**config.mk**
```make
export PLATFORM = sky130hd
export DESIGN_NAME = nvs_sequencer
export DESIGN_NICKNAME = d
export VERILOG_FILES = /design/src/design/nvs_pkg.sv /design/src/design/nvs_sequencer.sv
export SDC_FILE = /design/constraint.sdc
export NUM_CORES = 1
export LEC_CHECK = 0
export ABC_CLOCK_PERIOD_IN_PS = 5600
export BUFFER_PORTS_ARGS = -buffer_cell sky130_fd_sc_hd__buf_2
export CAP_MARGIN = 5
export CORE_MARGIN = 2
export CORE_UTILIZATION = 59
export CTS_CLUSTER_SIZE = 30
export DETAILED_ROUTE_END_ITERATION = 8
export GPL_TIMING_DRIVEN = 0
export PLACE_DENSITY = 0.81
export SLEW_MARGIN = 10
export SYNTH_ARGS = -nofsm -noshare
export SYNTH_HDL_FRONTEND = slang
export SYNTH_SLANG_ARGS = --single-unit
```
**constraint.sdc**
```tcl
create_clock -name core_clk -period 5.6 [get_ports core_clk]
set_input_delay 0.28 -clock core_clk [delete_from_list [all_inputs] [get_ports core_clk]]
set_output_delay 0.28 -clock core_clk [all_outputs]
set_load 0.01 [all_outputs]
```
**src/design/nvs_pkg.sv**
```systemverilog
// nvs_pkg: constants and types shared by the nvm command sequencer.
// assumes an APB slave with 32-bit data and a same-clock flash array port.
package nvs_pkg;

    // apb byte offsets
    localparam logic [7:0] STATUS_OFS   = 8'h00;
    localparam logic [7:0] INDEX_OFS    = 8'h04;
    localparam logic [7:0] PARAM_HI_OFS = 8'h08;
    localparam logic [7:0] PARAM_LO_OFS = 8'h0C;
    localparam logic [7:0] CONFIG_OFS   = 8'h10;

    // nvm_status_reg field positions
    localparam int CMD_COMPLETE_FLAG_BIT   = 7;
    localparam int ACCESS_ERROR_FLAG_BIT = 5;
    localparam int PVIOL_BIT  = 4;
    localparam int VANY_BIT   = 1;
    localparam int VUNC_BIT   = 0;

    // config register field positions
    localparam int ALLOW_EVS_BIT = 0;
    localparam int ALLOW_RO_BIT  = 1;
    localparam int ALLOW_PGM_BIT = 2;
    localparam int PROT_EN_BIT   = 3;
    localparam int PROT_BASE_LSB = 16;

    // reset values
    localparam logic [2:0]  INDEX_RST     = 3'h0;
    localparam logic [15:0] PARAM_RST     = 16'h0000;
    localparam logic [3:0]  CONFIG_RST    = 4'h7;
    localparam logic [15:0] PROT_BASE_RST = 16'hFFFF;

    // command codes
    localparam logic [7:0] CMD_ERASE_VERIFY_SECTION = 8'h03;
    localparam logic [7:0] CMD_READ_ONCE            = 8'h04;
    localparam logic [7:0] CMD_PROGRAM              = 8'h06;

    // parameter slot indices
    localparam logic [2:0] SLOT_EVS_LAUNCH = 3'h2;
    localparam logic [2:0] SLOT_RO_LAUNCH  = 3'h1;
    localparam logic [2:0] SLOT_PGM_ONE    = 3'h3;
    localparam logic [2:0] SLOT_PGM_TWO    = 3'h5;
    localparam logic [2:0] SLOT_LAST       = 3'h5;
    localparam int         SLOT_COUNT      = 6;

    // memory map: bit 23 selects eeprom, flash block size in bytes
    localparam int          ADDR_SEL_BIT   = 23;
    localparam logic [24:0] FLASH_BYTES    = 25'h0001000;
    localparam logic [15:0] OTP_PHRASE_MAX = 16'h0007;
    localparam logic [31:0] ERASED_WORD    = 32'hFFFFFFFF;

    // flash array operations
    localparam logic [1:0] FL_OP_READ = 2'h0;
    localparam logic [1:0] FL_OP_PROG = 2'h1;
    localparam logic [1:0] FL_OP_OTP  = 2'h2;

    typedef enum logic [1:0] {
        CMD_NONE,
        CMD_EVS,
        CMD_RO,
        CMD_PGM
    } nvs_cmd_e;

    typedef enum logic {
        ST_IDLE,
        ST_REQ
    } nvs_state_e;

endpackage

```
**src/design/nvs_sequencer.sv**
```systemverilog
// nvs_sequencer: apb-programmed command sequencer for erase-verify section,
// read-once and program longword commands.
// assumes the flash array shares core_clk and answers each request with fl_ack.
//
// The APB register port and the address map were decided locally.
`timescale 1ns/10ps

module nvs_sequencer (
    input  wire logic        core_clk,
    input  wire logic        reset,
    input  wire logic        psel,
    input  wire logic        penable,
    input  wire logic        pwrite,
    input  wire logic [7:0]  paddr,
    input  wire logic [31:0] pwdata,
    output logic      [31:0] prdata,
    output logic             pready,
    output logic             pslverr,
    output logic             fl_req,
    output logic      [1:0]  fl_op,
    output logic      [23:0] fl_addr,
    output logic      [31:0] fl_wdata,
    input  wire logic        fl_ack,
    input  wire logic [31:0] fl_rdata,
    input  wire logic        fl_err,
    input  wire logic        fl_uncorr,
    output logic             flash_read_invalid,
    output logic             cmd_busy
);

    nvs_pkg::nvs_state_e state_q;
    nvs_pkg::nvs_cmd_e   cmd_q;
    logic                cmd_complete_flag_q;
    logic                access_error_flag_q;
    logic                protection_violation_flag_q;
    logic [1:0]          verify_status_bits_q;
    logic [2:0]          param_slot_index_q;
    logic [15:0]         command_param_regs_q [nvs_pkg::SLOT_COUNT];
    logic [3:0]          config_q;
    logic [15:0]         prot_base_q;
    logic [31:0]         prdata_q;
    logic                pslverr_q;
    logic [23:0]         addr_q;
    logic [31:0]         wdata_q;
    logic [1:0]          op_q;
    logic [15:0]         remain_q;
    logic                lw_q;
    logic                last_lw_q;
    logic                verify_phase_q;

    logic                setup;
    logic                wr_access;
    logic                addr_hit;
    logic                launch_req;
    logic                launch;
    logic [7:0]          code;
    logic [23:0]         gaddr;
    logic [24:0]         range_end;
    logic                addr_valid;
    logic                addr_misaligned;
    logic                addr_protected;
    logic                launch_access_error_flag;
    logic                launch_pviol;
    nvs_pkg::nvs_cmd_e   launch_cmd;
    logic                step_done;
    logic                last_step;
    logic                blank_fail;
    logic                verify_fail;

    assign setup     = psel && !penable;
    assign wr_access = psel && penable && pwrite;
    assign pready    = psel && penable;
    assign prdata    = prdata_q;
    assign pslverr   = pslverr_q;

    always_comb begin
        case (paddr)
            nvs_pkg::STATUS_OFS,
            nvs_pkg::INDEX_OFS,
            nvs_pkg::PARAM_HI_OFS,
            nvs_pkg::PARAM_LO_OFS,
            nvs_pkg::CONFIG_OFS: addr_hit = 1'b1;
            default:             addr_hit = 1'b0;
        endcase
    end

    // launch is writing one to the complete flag while it is set
    assign launch_req = wr_access && (paddr == nvs_pkg::STATUS_OFS) && pwdata[nvs_pkg::CMD_COMPLETE_FLAG_BIT]
                        && cmd_complete_flag_q;
    // a launch with stale error flags pending is ignored
    assign launch     = launch_req && !access_error_flag_q && !protection_violation_flag_q
                        && !pwdata[nvs_pkg::ACCESS_ERROR_FLAG_BIT] && !pwdata[nvs_pkg::PVIOL_BIT];

    assign code      = command_param_regs_q[0][15:8];
    assign gaddr     = {command_param_regs_q[0][7:0], command_param_regs_q[1]};
    // bit 23 set means eeprom, never a flash target
    assign addr_valid      = !gaddr[nvs_pkg::ADDR_SEL_BIT]
                             && ({2'b00, gaddr[22:0]} < nvs_pkg::FLASH_BYTES);
    assign addr_misaligned = (gaddr[1:0] != 2'b00);
    assign addr_protected  = config_q[nvs_pkg::PROT_EN_BIT] && (gaddr[22:0] >= {7'h00, prot_base_q});

    always_comb begin
        range_end = {2'b00, gaddr[22:0]};
        case (code)
            nvs_pkg::CMD_ERASE_VERIFY_SECTION:
                range_end = {2'b00, gaddr[22:0]} + {7'h00, command_param_regs_q[2], 2'b00};
            nvs_pkg::CMD_PROGRAM:
                range_end = {2'b00, gaddr[22:0]}
                            + ((param_slot_index_q == nvs_pkg::SLOT_PGM_TWO) ? 25'h0000008 : 25'h0000004);
            default:
                range_end = {2'b00, gaddr[22:0]};
        endcase
    end

    // launch checks, each sets the access error (protection sets the violation flag) and stops the command
    always_comb begin
        launch_access_error_flag = 1'b0;
        launch_pviol  = 1'b0;
        launch_cmd    = nvs_pkg::CMD_NONE;
        case (code)
            nvs_pkg::CMD_ERASE_VERIFY_SECTION: begin
                launch_cmd = nvs_pkg::CMD_EVS;
                if (param_slot_index_q != nvs_pkg::SLOT_EVS_LAUNCH) launch_access_error_flag = 1'b1;
                if (!config_q[nvs_pkg::ALLOW_EVS_BIT]) launch_access_error_flag = 1'b1;
                if (addr_misaligned) launch_access_error_flag = 1'b1;
                if (!addr_valid) launch_access_error_flag = 1'b1;
                // zero count treated as an empty, illegal section
                if (command_param_regs_q[2] == 16'h0000
                    || range_end > nvs_pkg::FLASH_BYTES) launch_access_error_flag = 1'b1;
            end
            nvs_pkg::CMD_READ_ONCE: begin
                launch_cmd = nvs_pkg::CMD_RO;
                if (param_slot_index_q != nvs_pkg::SLOT_RO_LAUNCH) launch_access_error_flag = 1'b1;
                if (!config_q[nvs_pkg::ALLOW_RO_BIT]) launch_access_error_flag = 1'b1;
                if (command_param_regs_q[1] > nvs_pkg::OTP_PHRASE_MAX) launch_access_error_flag = 1'b1;
            end
            nvs_pkg::CMD_PROGRAM: begin
                launch_cmd = nvs_pkg::CMD_PGM;
                if (param_slot_index_q != nvs_pkg::SLOT_PGM_ONE
                    && param_slot_index_q != nvs_pkg::SLOT_PGM_TWO) launch_access_error_flag = 1'b1;
                if (!config_q[nvs_pkg::ALLOW_PGM_BIT]) launch_access_error_flag = 1'b1;
                if (addr_misaligned) launch_access_error_flag = 1'b1;
                if (!addr_valid) launch_access_error_flag = 1'b1;
                if (range_end > nvs_pkg::FLASH_BYTES) launch_access_error_flag = 1'b1;
                // protection only reported for an otherwise legal program
                launch_pviol = !launch_access_error_flag && addr_protected;
            end
            default: launch_access_error_flag = 1'b1;
        endcase
    end

    assign step_done = (state_q == nvs_pkg::ST_REQ) && fl_ack;

    always_comb begin
        case (cmd_q)
            nvs_pkg::CMD_EVS: last_step = (remain_q == 16'h0001);
            nvs_pkg::CMD_RO:  last_step = lw_q;
            nvs_pkg::CMD_PGM: last_step = verify_phase_q && (lw_q == last_lw_q);
            default:          last_step = 1'b1;
        endcase
    end

    assign blank_fail  = (cmd_q == nvs_pkg::CMD_EVS) && (fl_rdata != nvs_pkg::ERASED_WORD);
    assign verify_fail = (cmd_q == nvs_pkg::CMD_PGM) && verify_phase_q && (fl_rdata != wdata_q);

    always_ff @(posedge core_clk) begin
        if (reset) begin
            state_q <= nvs_pkg::ST_IDLE;
            cmd_q   <= nvs_pkg::CMD_NONE;
        end else begin
            case (state_q)
                nvs_pkg::ST_IDLE: begin
                    if (launch && !launch_access_error_flag && !launch_pviol) begin
                        state_q <= nvs_pkg::ST_REQ;
                        cmd_q   <= launch_cmd;
                    end
                end
                nvs_pkg::ST_REQ: begin
                    if (step_done && last_step) begin
                        state_q <= nvs_pkg::ST_IDLE;
                    end
                end
                default: state_q <= nvs_pkg::ST_IDLE;
            endcase
        end
    end

    // complete flag low from launch until the last flash answer
    always_ff @(posedge core_clk) begin
        if (reset) begin
            cmd_complete_flag_q <= 1'b1;
        end else if (launch && !launch_access_error_flag && !launch_pviol) begin
            cmd_complete_flag_q <= 1'b0;
        end else if (step_done && last_step) begin
            cmd_complete_flag_q <= 1'b1;
        end
    end

    // error flags are write-one-to-clear; a set in the same cycle wins
    always_ff @(posedge core_clk) begin
        if (reset) begin
            access_error_flag_q         <= 1'b0;
            protection_violation_flag_q <= 1'b0;
        end else begin
            if (launch && launch_access_error_flag) begin
                access_error_flag_q <= 1'b1;
            end else if (wr_access && paddr == nvs_pkg::STATUS_OFS && pwdata[nvs_pkg::ACCESS_ERROR_FLAG_BIT]) begin
                access_error_flag_q <= 1'b0;
            end
            if (launch && launch_pviol) begin
                protection_violation_flag_q <= 1'b1;
            end else if (wr_access && paddr == nvs_pkg::STATUS_OFS && pwdata[nvs_pkg::PVIOL_BIT]) begin
                protection_violation_flag_q <= 1'b0;
            end
        end
    end

    always_ff @(posedge core_clk) begin
        if (reset) begin
            verify_status_bits_q <= 2'b00;
        end else if (launch) begin
            verify_status_bits_q <= 2'b00;
        end else if (step_done) begin
            if (blank_fail) begin
                verify_status_bits_q <= 2'b11;
            end else begin
                if (fl_err || fl_uncorr || verify_fail) verify_status_bits_q[nvs_pkg::VANY_BIT] <= 1'b1;
                if (fl_uncorr) verify_status_bits_q[nvs_pkg::VUNC_BIT] <= 1'b1;
            end
        end
    end

    // index and parameters take no bus writes while a command runs
    always_ff @(posedge core_clk) begin
        if (reset) begin
            param_slot_index_q <= nvs_pkg::INDEX_RST;
        end else if (wr_access && paddr == nvs_pkg::INDEX_OFS && cmd_complete_flag_q) begin
            param_slot_index_q <= pwdata[2:0];
        end
    end

    always_ff @(posedge core_clk) begin
        if (reset) begin
            for (int i = 0; i < nvs_pkg::SLOT_COUNT; i++) begin
                command_param_regs_q[i] <= nvs_pkg::PARAM_RST;
            end
        end else if (step_done && cmd_q == nvs_pkg::CMD_RO) begin
            // phrase longword lands in slots 2-3 or 4-5
            command_param_regs_q[{1'b0, lw_q, 1'b0} + 3'h2] <= fl_rdata[31:16];
            command_param_regs_q[{1'b0, lw_q, 1'b0} + 3'h3] <= fl_rdata[15:0];
        end else if (wr_access && cmd_complete_flag_q && param_slot_index_q <= nvs_pkg::SLOT_LAST) begin
            if (paddr == nvs_pkg::PARAM_HI_OFS) begin
                command_param_regs_q[param_slot_index_q][15:8] <= pwdata[7:0];
            end else if (paddr == nvs_pkg::PARAM_LO_OFS) begin
                command_param_regs_q[param_slot_index_q][7:0] <= pwdata[7:0];
            end
        end
    end

    always_ff @(posedge core_clk) begin
        if (reset) begin
            config_q    <= nvs_pkg::CONFIG_RST;
            prot_base_q <= nvs_pkg::PROT_BASE_RST;
        end else if (wr_access && paddr == nvs_pkg::CONFIG_OFS && cmd_complete_flag_q) begin
            config_q    <= pwdata[3:0];
            prot_base_q <= pwdata[nvs_pkg::PROT_BASE_LSB +: 16];
        end
    end

    // flash request sequencing
    always_ff @(posedge core_clk) begin
        if (reset) begin
            addr_q         <= 24'h000000;
            wdata_q        <= 32'h00000000;
            op_q           <= nvs_pkg::FL_OP_READ;
            remain_q       <= 16'h0000;
            lw_q           <= 1'b0;
            last_lw_q      <= 1'b0;
            verify_phase_q <= 1'b0;
        end else if (state_q == nvs_pkg::ST_IDLE) begin
            lw_q           <= 1'b0;
            verify_phase_q <= 1'b0;
            remain_q       <= command_param_regs_q[2];
            last_lw_q      <= (param_slot_index_q == nvs_pkg::SLOT_PGM_TWO);
            wdata_q        <= {command_param_regs_q[2], command_param_regs_q[3]};
            case (code)
                nvs_pkg::CMD_READ_ONCE: begin
                    op_q   <= nvs_pkg::FL_OP_OTP;
                    addr_q <= {18'h00000, command_param_regs_q[1][2:0], 3'h0};
                end
                nvs_pkg::CMD_PROGRAM: begin
                    op_q   <= nvs_pkg::FL_OP_PROG;
                    addr_q <= gaddr;
                end
                default: begin
                    op_q   <= nvs_pkg::FL_OP_READ;
                    addr_q <= gaddr;
                end
            endcase
        end else if (step_done) begin
            case (cmd_q)
                nvs_pkg::CMD_EVS: begin
                    addr_q   <= addr_q + 24'h000004;
                    remain_q <= remain_q - 16'h0001;
                end
                nvs_pkg::CMD_RO: begin
                    lw_q   <= 1'b1;
                    addr_q <= addr_q + 24'h000004;
                end
                nvs_pkg::CMD_PGM: begin
                    // program then read back the same longword
                    if (!verify_phase_q) begin
                        verify_phase_q <= 1'b1;
                        op_q           <= nvs_pkg::FL_OP_READ;
                    end else begin
                        verify_phase_q <= 1'b0;
                        op_q           <= nvs_pkg::FL_OP_PROG;
                        lw_q           <= 1'b1;
                        addr_q         <= addr_q + 24'h000004;
                        wdata_q        <= {command_param_regs_q[4], command_param_regs_q[5]};
                    end
                end
                default: op_q <= nvs_pkg::FL_OP_READ;
            endcase
        end
    end

    assign fl_req   = (state_q == nvs_pkg::ST_REQ);
    assign fl_op    = op_q;
    assign fl_addr  = addr_q;
    assign fl_wdata = wdata_q;
    assign cmd_busy = !cmd_complete_flag_q;
    // ordinary fetches from flash give garbage during read-once
    assign flash_read_invalid = (state_q == nvs_pkg::ST_REQ) && (cmd_q == nvs_pkg::CMD_RO);

    // read data captured in the setup cycle, answered with no wait states
    always_ff @(posedge core_clk) begin
        if (reset) begin
            prdata_q  <= 32'h00000000;
            pslverr_q <= 1'b0;
        end else if (setup) begin
            pslverr_q <= !addr_hit;
            prdata_q  <= 32'h00000000;
            case (paddr)
                nvs_pkg::STATUS_OFS: begin
                    prdata_q[nvs_pkg::CMD_COMPLETE_FLAG_BIT]   <= cmd_complete_flag_q;
                    prdata_q[nvs_pkg::ACCESS_ERROR_FLAG_BIT] <= access_error_flag_q;
                    prdata_q[nvs_pkg::PVIOL_BIT]  <= protection_violation_flag_q;
                    prdata_q[1:0]                 <= verify_status_bits_q;
                end
                nvs_pkg::INDEX_OFS: prdata_q[2:0] <= param_slot_index_q;
                nvs_pkg::PARAM_HI_OFS: begin
                    if (param_slot_index_q <= nvs_pkg::SLOT_LAST) begin
                        prdata_q[7:0] <= command_param_regs_q[param_slot_index_q][15:8];
                    end
                end
                nvs_pkg::PARAM_LO_OFS: begin
                    if (param_slot_index_q <= nvs_pkg::SLOT_LAST) begin
                        prdata_q[7:0] <= command_param_regs_q[param_slot_index_q][7:0];
                    end
                end
                nvs_pkg::CONFIG_OFS: begin
                    prdata_q[3:0]                         <= config_q;
                    prdata_q[nvs_pkg::PROT_BASE_LSB +: 16] <= prot_base_q;
                end
                default: prdata_q <= 32'h00000000;
            endcase
        end
    end

endmodule

```
Yosys cells after proc, flatten, opt, wreduce, memory -nomap -nowiden --
Memory sizes are Yosys's and may differ from the RTL's. A register that Yosys moved wholly into a read port is not among the register bits. Cells that the tools add are included.
Cells by class: add/sub/neg operators 6, $mul 0, divide/modulo/power cells 0, magnitude comparators 5, eq/ne operators 27, shift operators 0, mux-type cells 89, bitwise gates (word level) 1, reductions and logical operators 73
Operators with widths (count):
- 2-to-1 mux 32 bit | 4
- 2-to-1 mux 16 bit | 7
- 2-to-1 mux 24 bit | 4
- case mux 24 bit (2 select lines) | 2
- OR reduction 16 bit | 3
- 2-to-1 mux 1 bit | 47
- logical AND 1 bit | 34
- inequality test 32 bit | 1
- inequality test 32 bit (second input constant) | 1
- greater-than comparator 25 x 13 -> 1 bit (second input constant) | 1
- adder 23 x 18 -> 24 bit | 1
- adder 23 x 4 -> 24 bit | 1
- adder 24 x 3 -> 24 bit (second input constant) | 1
- == test 8 x 3 -> 1 bit (second input constant) | 3
- >= comparator 23 x 16 -> 1 bit | 1
- less-than comparator 23 x 13 -> 1 bit (second input constant) | 1
- == test 16 x 1 -> 1 bit (second input constant) | 1
- == test 8 x 4 -> 1 bit (second input constant) | 2
- greater-than comparator 16 x 3 -> 1 bit (second input constant) | 1
- logical NOT 16 bit | 1
- 2-to-1 mux 8 bit | 2
- subtractor 16 x 1 -> 16 bit (second input constant) | 1
- 2-to-1 mux 3 bit | 5
- nonzero test 2 bit | 7
- 29 further kinds | 69
Storage, ports and cells: register bits after elaboration 133, latch bits 0, bits in writable memories 96, ROM bits 0, bits of input ports 80, output and inout bits 95, word-level logic and storage cells 221, memories kept 1
Memories:
- command_param_regs_q | depth 6, width 16, read ports 7, clocked after memory_dff 1, write ports 6, RTL line nvs_sequencer.sv:38 | logic [15:0] command_param_regs_q [nvs_pkg::SLOT_COUNT];

Depth between registers and ports, before layout --
word-level depth 15, gate-level depth with buffers 17, depth with buffers taken out 16

Worst setup path after synthesis --
OpenSTA, ideal clock, no wires.
path kind register to register, start memory command_param_regs_q[0][11], end register cmd_q[1], library setup time 0.123 ns, arrival 4.449 ns, required time 5.477 ns, setup slack 1.028 ns, cell stages (with the launch flop) 18, path buffers 1, period minus slack after synthesis 4.572 ns, cells stage by stage edfxtp_1 > or4b_4 > nor3_1 > nand2_1 > clkbuf_1 > nor2_1 > a21oi_1 > ha_1 > fa_1 > a211o_1 > a41o_1 > a31oi_1 > o31ai_1 > xnor2_1 > a41oi_1 > o41ai_2 > o211a_1 > mux2_1
RTL lines:
- from (decl) | RTL line nvs_sequencer.sv:38
- to (signal assigned) | RTL line nvs_sequencer.sv:169 | cmd_q <= nvs_pkg::CMD_NONE;
- to (signal assigned) | RTL line nvs_sequencer.sv:175 | cmd_q <= launch_cmd;
- to (decl) | RTL line nvs_sequencer.sv:32 | nvs_pkg::nvs_cmd_e cmd_q;

==> impl_metrics.tcl <==
set metrics [dict create \
    dpl_worst_slack_ps 294.7 \
    yosysTopAreaCell "sky130_fd_sc_hd__edfxtp_1" \
    coreArea_sq_um 23400 \
    grt_setup_unrepaired "false" \
    netlist_area_sq_um 14030 \
    layout.nets 1809 \
    grt_pass1_wl_mm 72.40 \
    maxClockFrequency_ghz 0.1876 \
    hpwl_mm 37.33 \
    antenna_cells 0 \
    synthCells 1450 \
    peakVddDrop_uv 250.8 \
    worst_r2r_startpoint "command_param_regs_q[0][11]" \
    avgViaCountPerCell 6.470 \
    post_synth_num_cell_types 78 \
    stdcell_count 2029 \
    wl_met3_mm 6.189 \
    run_status "finished, final reports clean" \
    total_congestion_overflow 0 \
    worstRegToRegCells 17 \
    clock_latency_ps 550 \
    longest_clk_path_bufs 3 \
    cts-buffers-inserted 27 \
    postSynthRegisterBits 264 \
    clock_skew_ps 25.21 \
    numPortBuffers 155 \
    period_minus_slack_ps 5330 \
    setup-tns-final_ps 0 \
    critical_register_to_register_path_endpoint "cmd_q[1]" \
    timing.critical_path.arrival_ps 5770 \
    cts_setup_buffers 0 \
    detailroute.via_count 13127 \
    async_reset_ff_share_pct 0 \
    max_fanout_on_critical_path 10 \
    hold_class "in -> reg" \
    drt-wirelength-per-cell_microns 24.37 \
    drive_gt1_share_pct 15.26 \
    rrSetupSlack_ps 270 \
    hold_path_startpoint "fl_rdata[11]" \
    setup_ws_ps 270.2 \
    area_delta_synth_final_pct 16.85 \
    first_iter_violations 1779 \
    synth.top_cells.by_area "sky130_fd_sc_hd__edfxtp_1 27%, sky130_fd_sc_hd__dfxtp_1 19%, sky130_fd_sc_hd__mux4_2 5.5%" \
    yosysWarningCount 0 \
    maximum_number_of_pins_on_one_net_before_global_route_repair 15 \
    syn-mean-instance-area_sq_um 9.675 \
    die_width_microns 158.2 \
    synth_enable_flop_cells 128 \
    path_class "reg -> reg" \
    power.density_cell_area_nw_per_um2 261.6 \
    clockRootBuffer "sky130_fd_sc_hd__clkbuf_16" \
    wl_met2_mm 22.32 \
    row_count 56 \
    cts_max_level 1 \
    dpl.cell_count 1963 \
    leakage_power_uw 0.006570 \
    fin_hold_ws_ps 80.42 \
    share_of_the_synthesized_area_in_the_top_cell_type_pct 27.40 \
    tritoncts_clock_tree "yes" \
    ys.flop_type "sky130_fd_sc_hd__dfxtp_1" \
    most_common_cell_after_layout_fill_and_taps_aside "sky130_fd_sc_hd__nor2_1" \
    first_global_vias 12439 \
    endpoint_kind "register" \
    type_of_element_launching_the_critical_path "register" \
    report.final.setup_viol 0 \
    number_of_routed_nets_with_antenna_violations 0 \
    gpl.final_weighted_congestion 1.012 \
    maxSlewViolCount 0 \
    cp.required_ps 6040 \
    met1Wirelength_mm 17.66 \
    whs_endpoint "command_param_regs_q[3][11]" \
    die_h_microns 158.2 \
    floorplan.initialDensity_pct 59.94 \
    clk_pin_slew_ps 60 \
    worst_slew_margin_rel_pct 15.08 \
    worst_slew_pin_slew_ps 1274 \
    hold_viol_final 0 \
    layout.cells.most_common_list "181 x sky130_fd_sc_hd__nor2_1, 169 x sky130_fd_sc_hd__nand2_1, 156 x sky130_fd_sc_hd__buf_2, 136 x sky130_fd_sc_hd__dfxtp_1, 128 x sky130_fd_sc_hd__edfxtp_1" \
    ys_seq_area_share_pct 46.81 \
    detailed_route_drc_error_count 0 \
    io_pins 175 \
    postRouteWirelength_mm 49.44 \
    top_layer_used "met4" \
    die-area_sq_um 25030 \
    min_delay_path_depth 3 \
    timing.final.crit_share_pct 95.17 \
    grt_use_total_pct 39.18 \
    cts_num_sinks 264 \
    dr.pass1.iters 8 \
    drv_cap 0 \
    antenna_violations_before_repair 1 \
]
## synthesized netlist by cell type, types with 22 or more instances
library cell                 n
sky130_fd_sc_hd__a21oi_1    86
sky130_fd_sc_hd__a22oi_1    28
sky130_fd_sc_hd__a31oi_1    24
sky130_fd_sc_hd__and2_1     24
sky130_fd_sc_hd__clkbuf_1   81
sky130_fd_sc_hd__dfxtp_1   136
sky130_fd_sc_hd__edfxtp_1  128
sky130_fd_sc_hd__ha_1       39
sky130_fd_sc_hd__inv_1      50
sky130_fd_sc_hd__mux4_2     34
sky130_fd_sc_hd__nand2_1   169
sky130_fd_sc_hd__nand3_1    48
sky130_fd_sc_hd__nor2_1    181
sky130_fd_sc_hd__nor3_1     22
sky130_fd_sc_hd__nor4_1     22
sky130_fd_sc_hd__o21ai_0    39
sky130_fd_sc_hd__xnor2_1    22
sky130_fd_sc_hd__xor2_1     43
## logic make-up after synthesis
family,count (synthesis),share of synthesized area (%)
xor+xnor,65,4.058
other cells,1,0.02673
fa+ha+maj,40,3.621
compound gates,315,15.18
simple gates,560,18.82
mux,60,7.358
buf+inv,145,4.129
flops,264,46.81
## registers in the layout, indices dropped and copies added, names as in the netlist, 2 cells and up, named ones only
signal	flops
cmd_q	2
command_param_regs_q	128
config_q	4
fl_addr	24
fl_op	2
fl_wdata	32
param_slot_index_q	3
prdata	24
prot_base_q	16
remain_q	16
verify_status_bits_q	2
## final cells by class
type	instances	area (sq um)
tap	319	399.1
buffer	95	391.6
timing repair buffer	171	935.9
sequential	264	6566
inverter	50	187.7
clock buffer	34	711.9
multi-input combinational	1080	7036
clock inverter	16	163.9
fill	1868	7010
## worst max-delay path: stages (launching register included)
cell and delay, ps:
sky130_fd_sc_hd__edfxtp_1 430, sky130_fd_sc_hd__or4b_4 580, sky130_fd_sc_hd__nor3_1 340, sky130_fd_sc_hd__nand2_1 210, sky130_fd_sc_hd__clkbuf_1 280, sky130_fd_sc_hd__nor2_1 190
sky130_fd_sc_hd__a21oi_1 70, sky130_fd_sc_hd__ha_1 220, sky130_fd_sc_hd__fa_1 410, sky130_fd_sc_hd__a211o_1 320, sky130_fd_sc_hd__a41o_1 290, sky130_fd_sc_hd__a31oi_1 320
sky130_fd_sc_hd__o31ai_1 130, sky130_fd_sc_hd__xnor2_1 150, sky130_fd_sc_hd__a41oi_1 290, sky130_fd_sc_hd__o41ai_2 420, sky130_fd_sc_hd__o211a_1 240, sky130_fd_sc_hd__mux2_1 330
## metrics by stage
step	instance area, sq um	total power (uW)	util [%]
2_1_floorplan	14170	2323	-
3_3_place_gp	15350	2468	65.59
3_5_place_dp	15350	2475	65.59
4_1_cts	16390	4263	70.02
5_1_grt	16390	4378	70.04
6_report	16390	4288	70.04
## power breakdown
| group | total [uW] | switching [uW] | internal (uW) |
|---|---|---|---|
| logic | 315 | 192 | 123 |
| registers | 2140 | 70.3 | 2070 |
| clock network | 1830 | 787 | 1040 |
| total | 4290 | 1050 | 3240 |
## per-layer routing
layer | up-vias | track usage, %
li1 | 5743 | -
met1 | 6156 | 49.57
met2 | 1015 | 63.25
met3 | 213 | 8.076
met4 | 0 | 21.36
met5 | - | 0
## what timing repair did
item | in CTS | in global routing
hold endpoints to repair | 16 | 0
hold buffers | 16 | 0
endpoints found under the setup margin | 0 | 1
resized for setup | 0 | 1
## how the worst max path moves through the flow
stage                                      startpoint       end  depth (start not counted)
after floorplan           command_param_regs_q[0][11]  cmd_q[1]                         17
after global placement    command_param_regs_q[0][11]  cmd_q[1]                         17
after detailed placement  command_param_regs_q[0][11]  cmd_q[1]                         17
after CTS                 command_param_regs_q[0][11]  cmd_q[1]                         17
after global routing      command_param_regs_q[0][11]  cmd_q[1]                         17
final                     command_param_regs_q[0][11]  cmd_q[1]                         17
(Power assumes the default switching activity.)
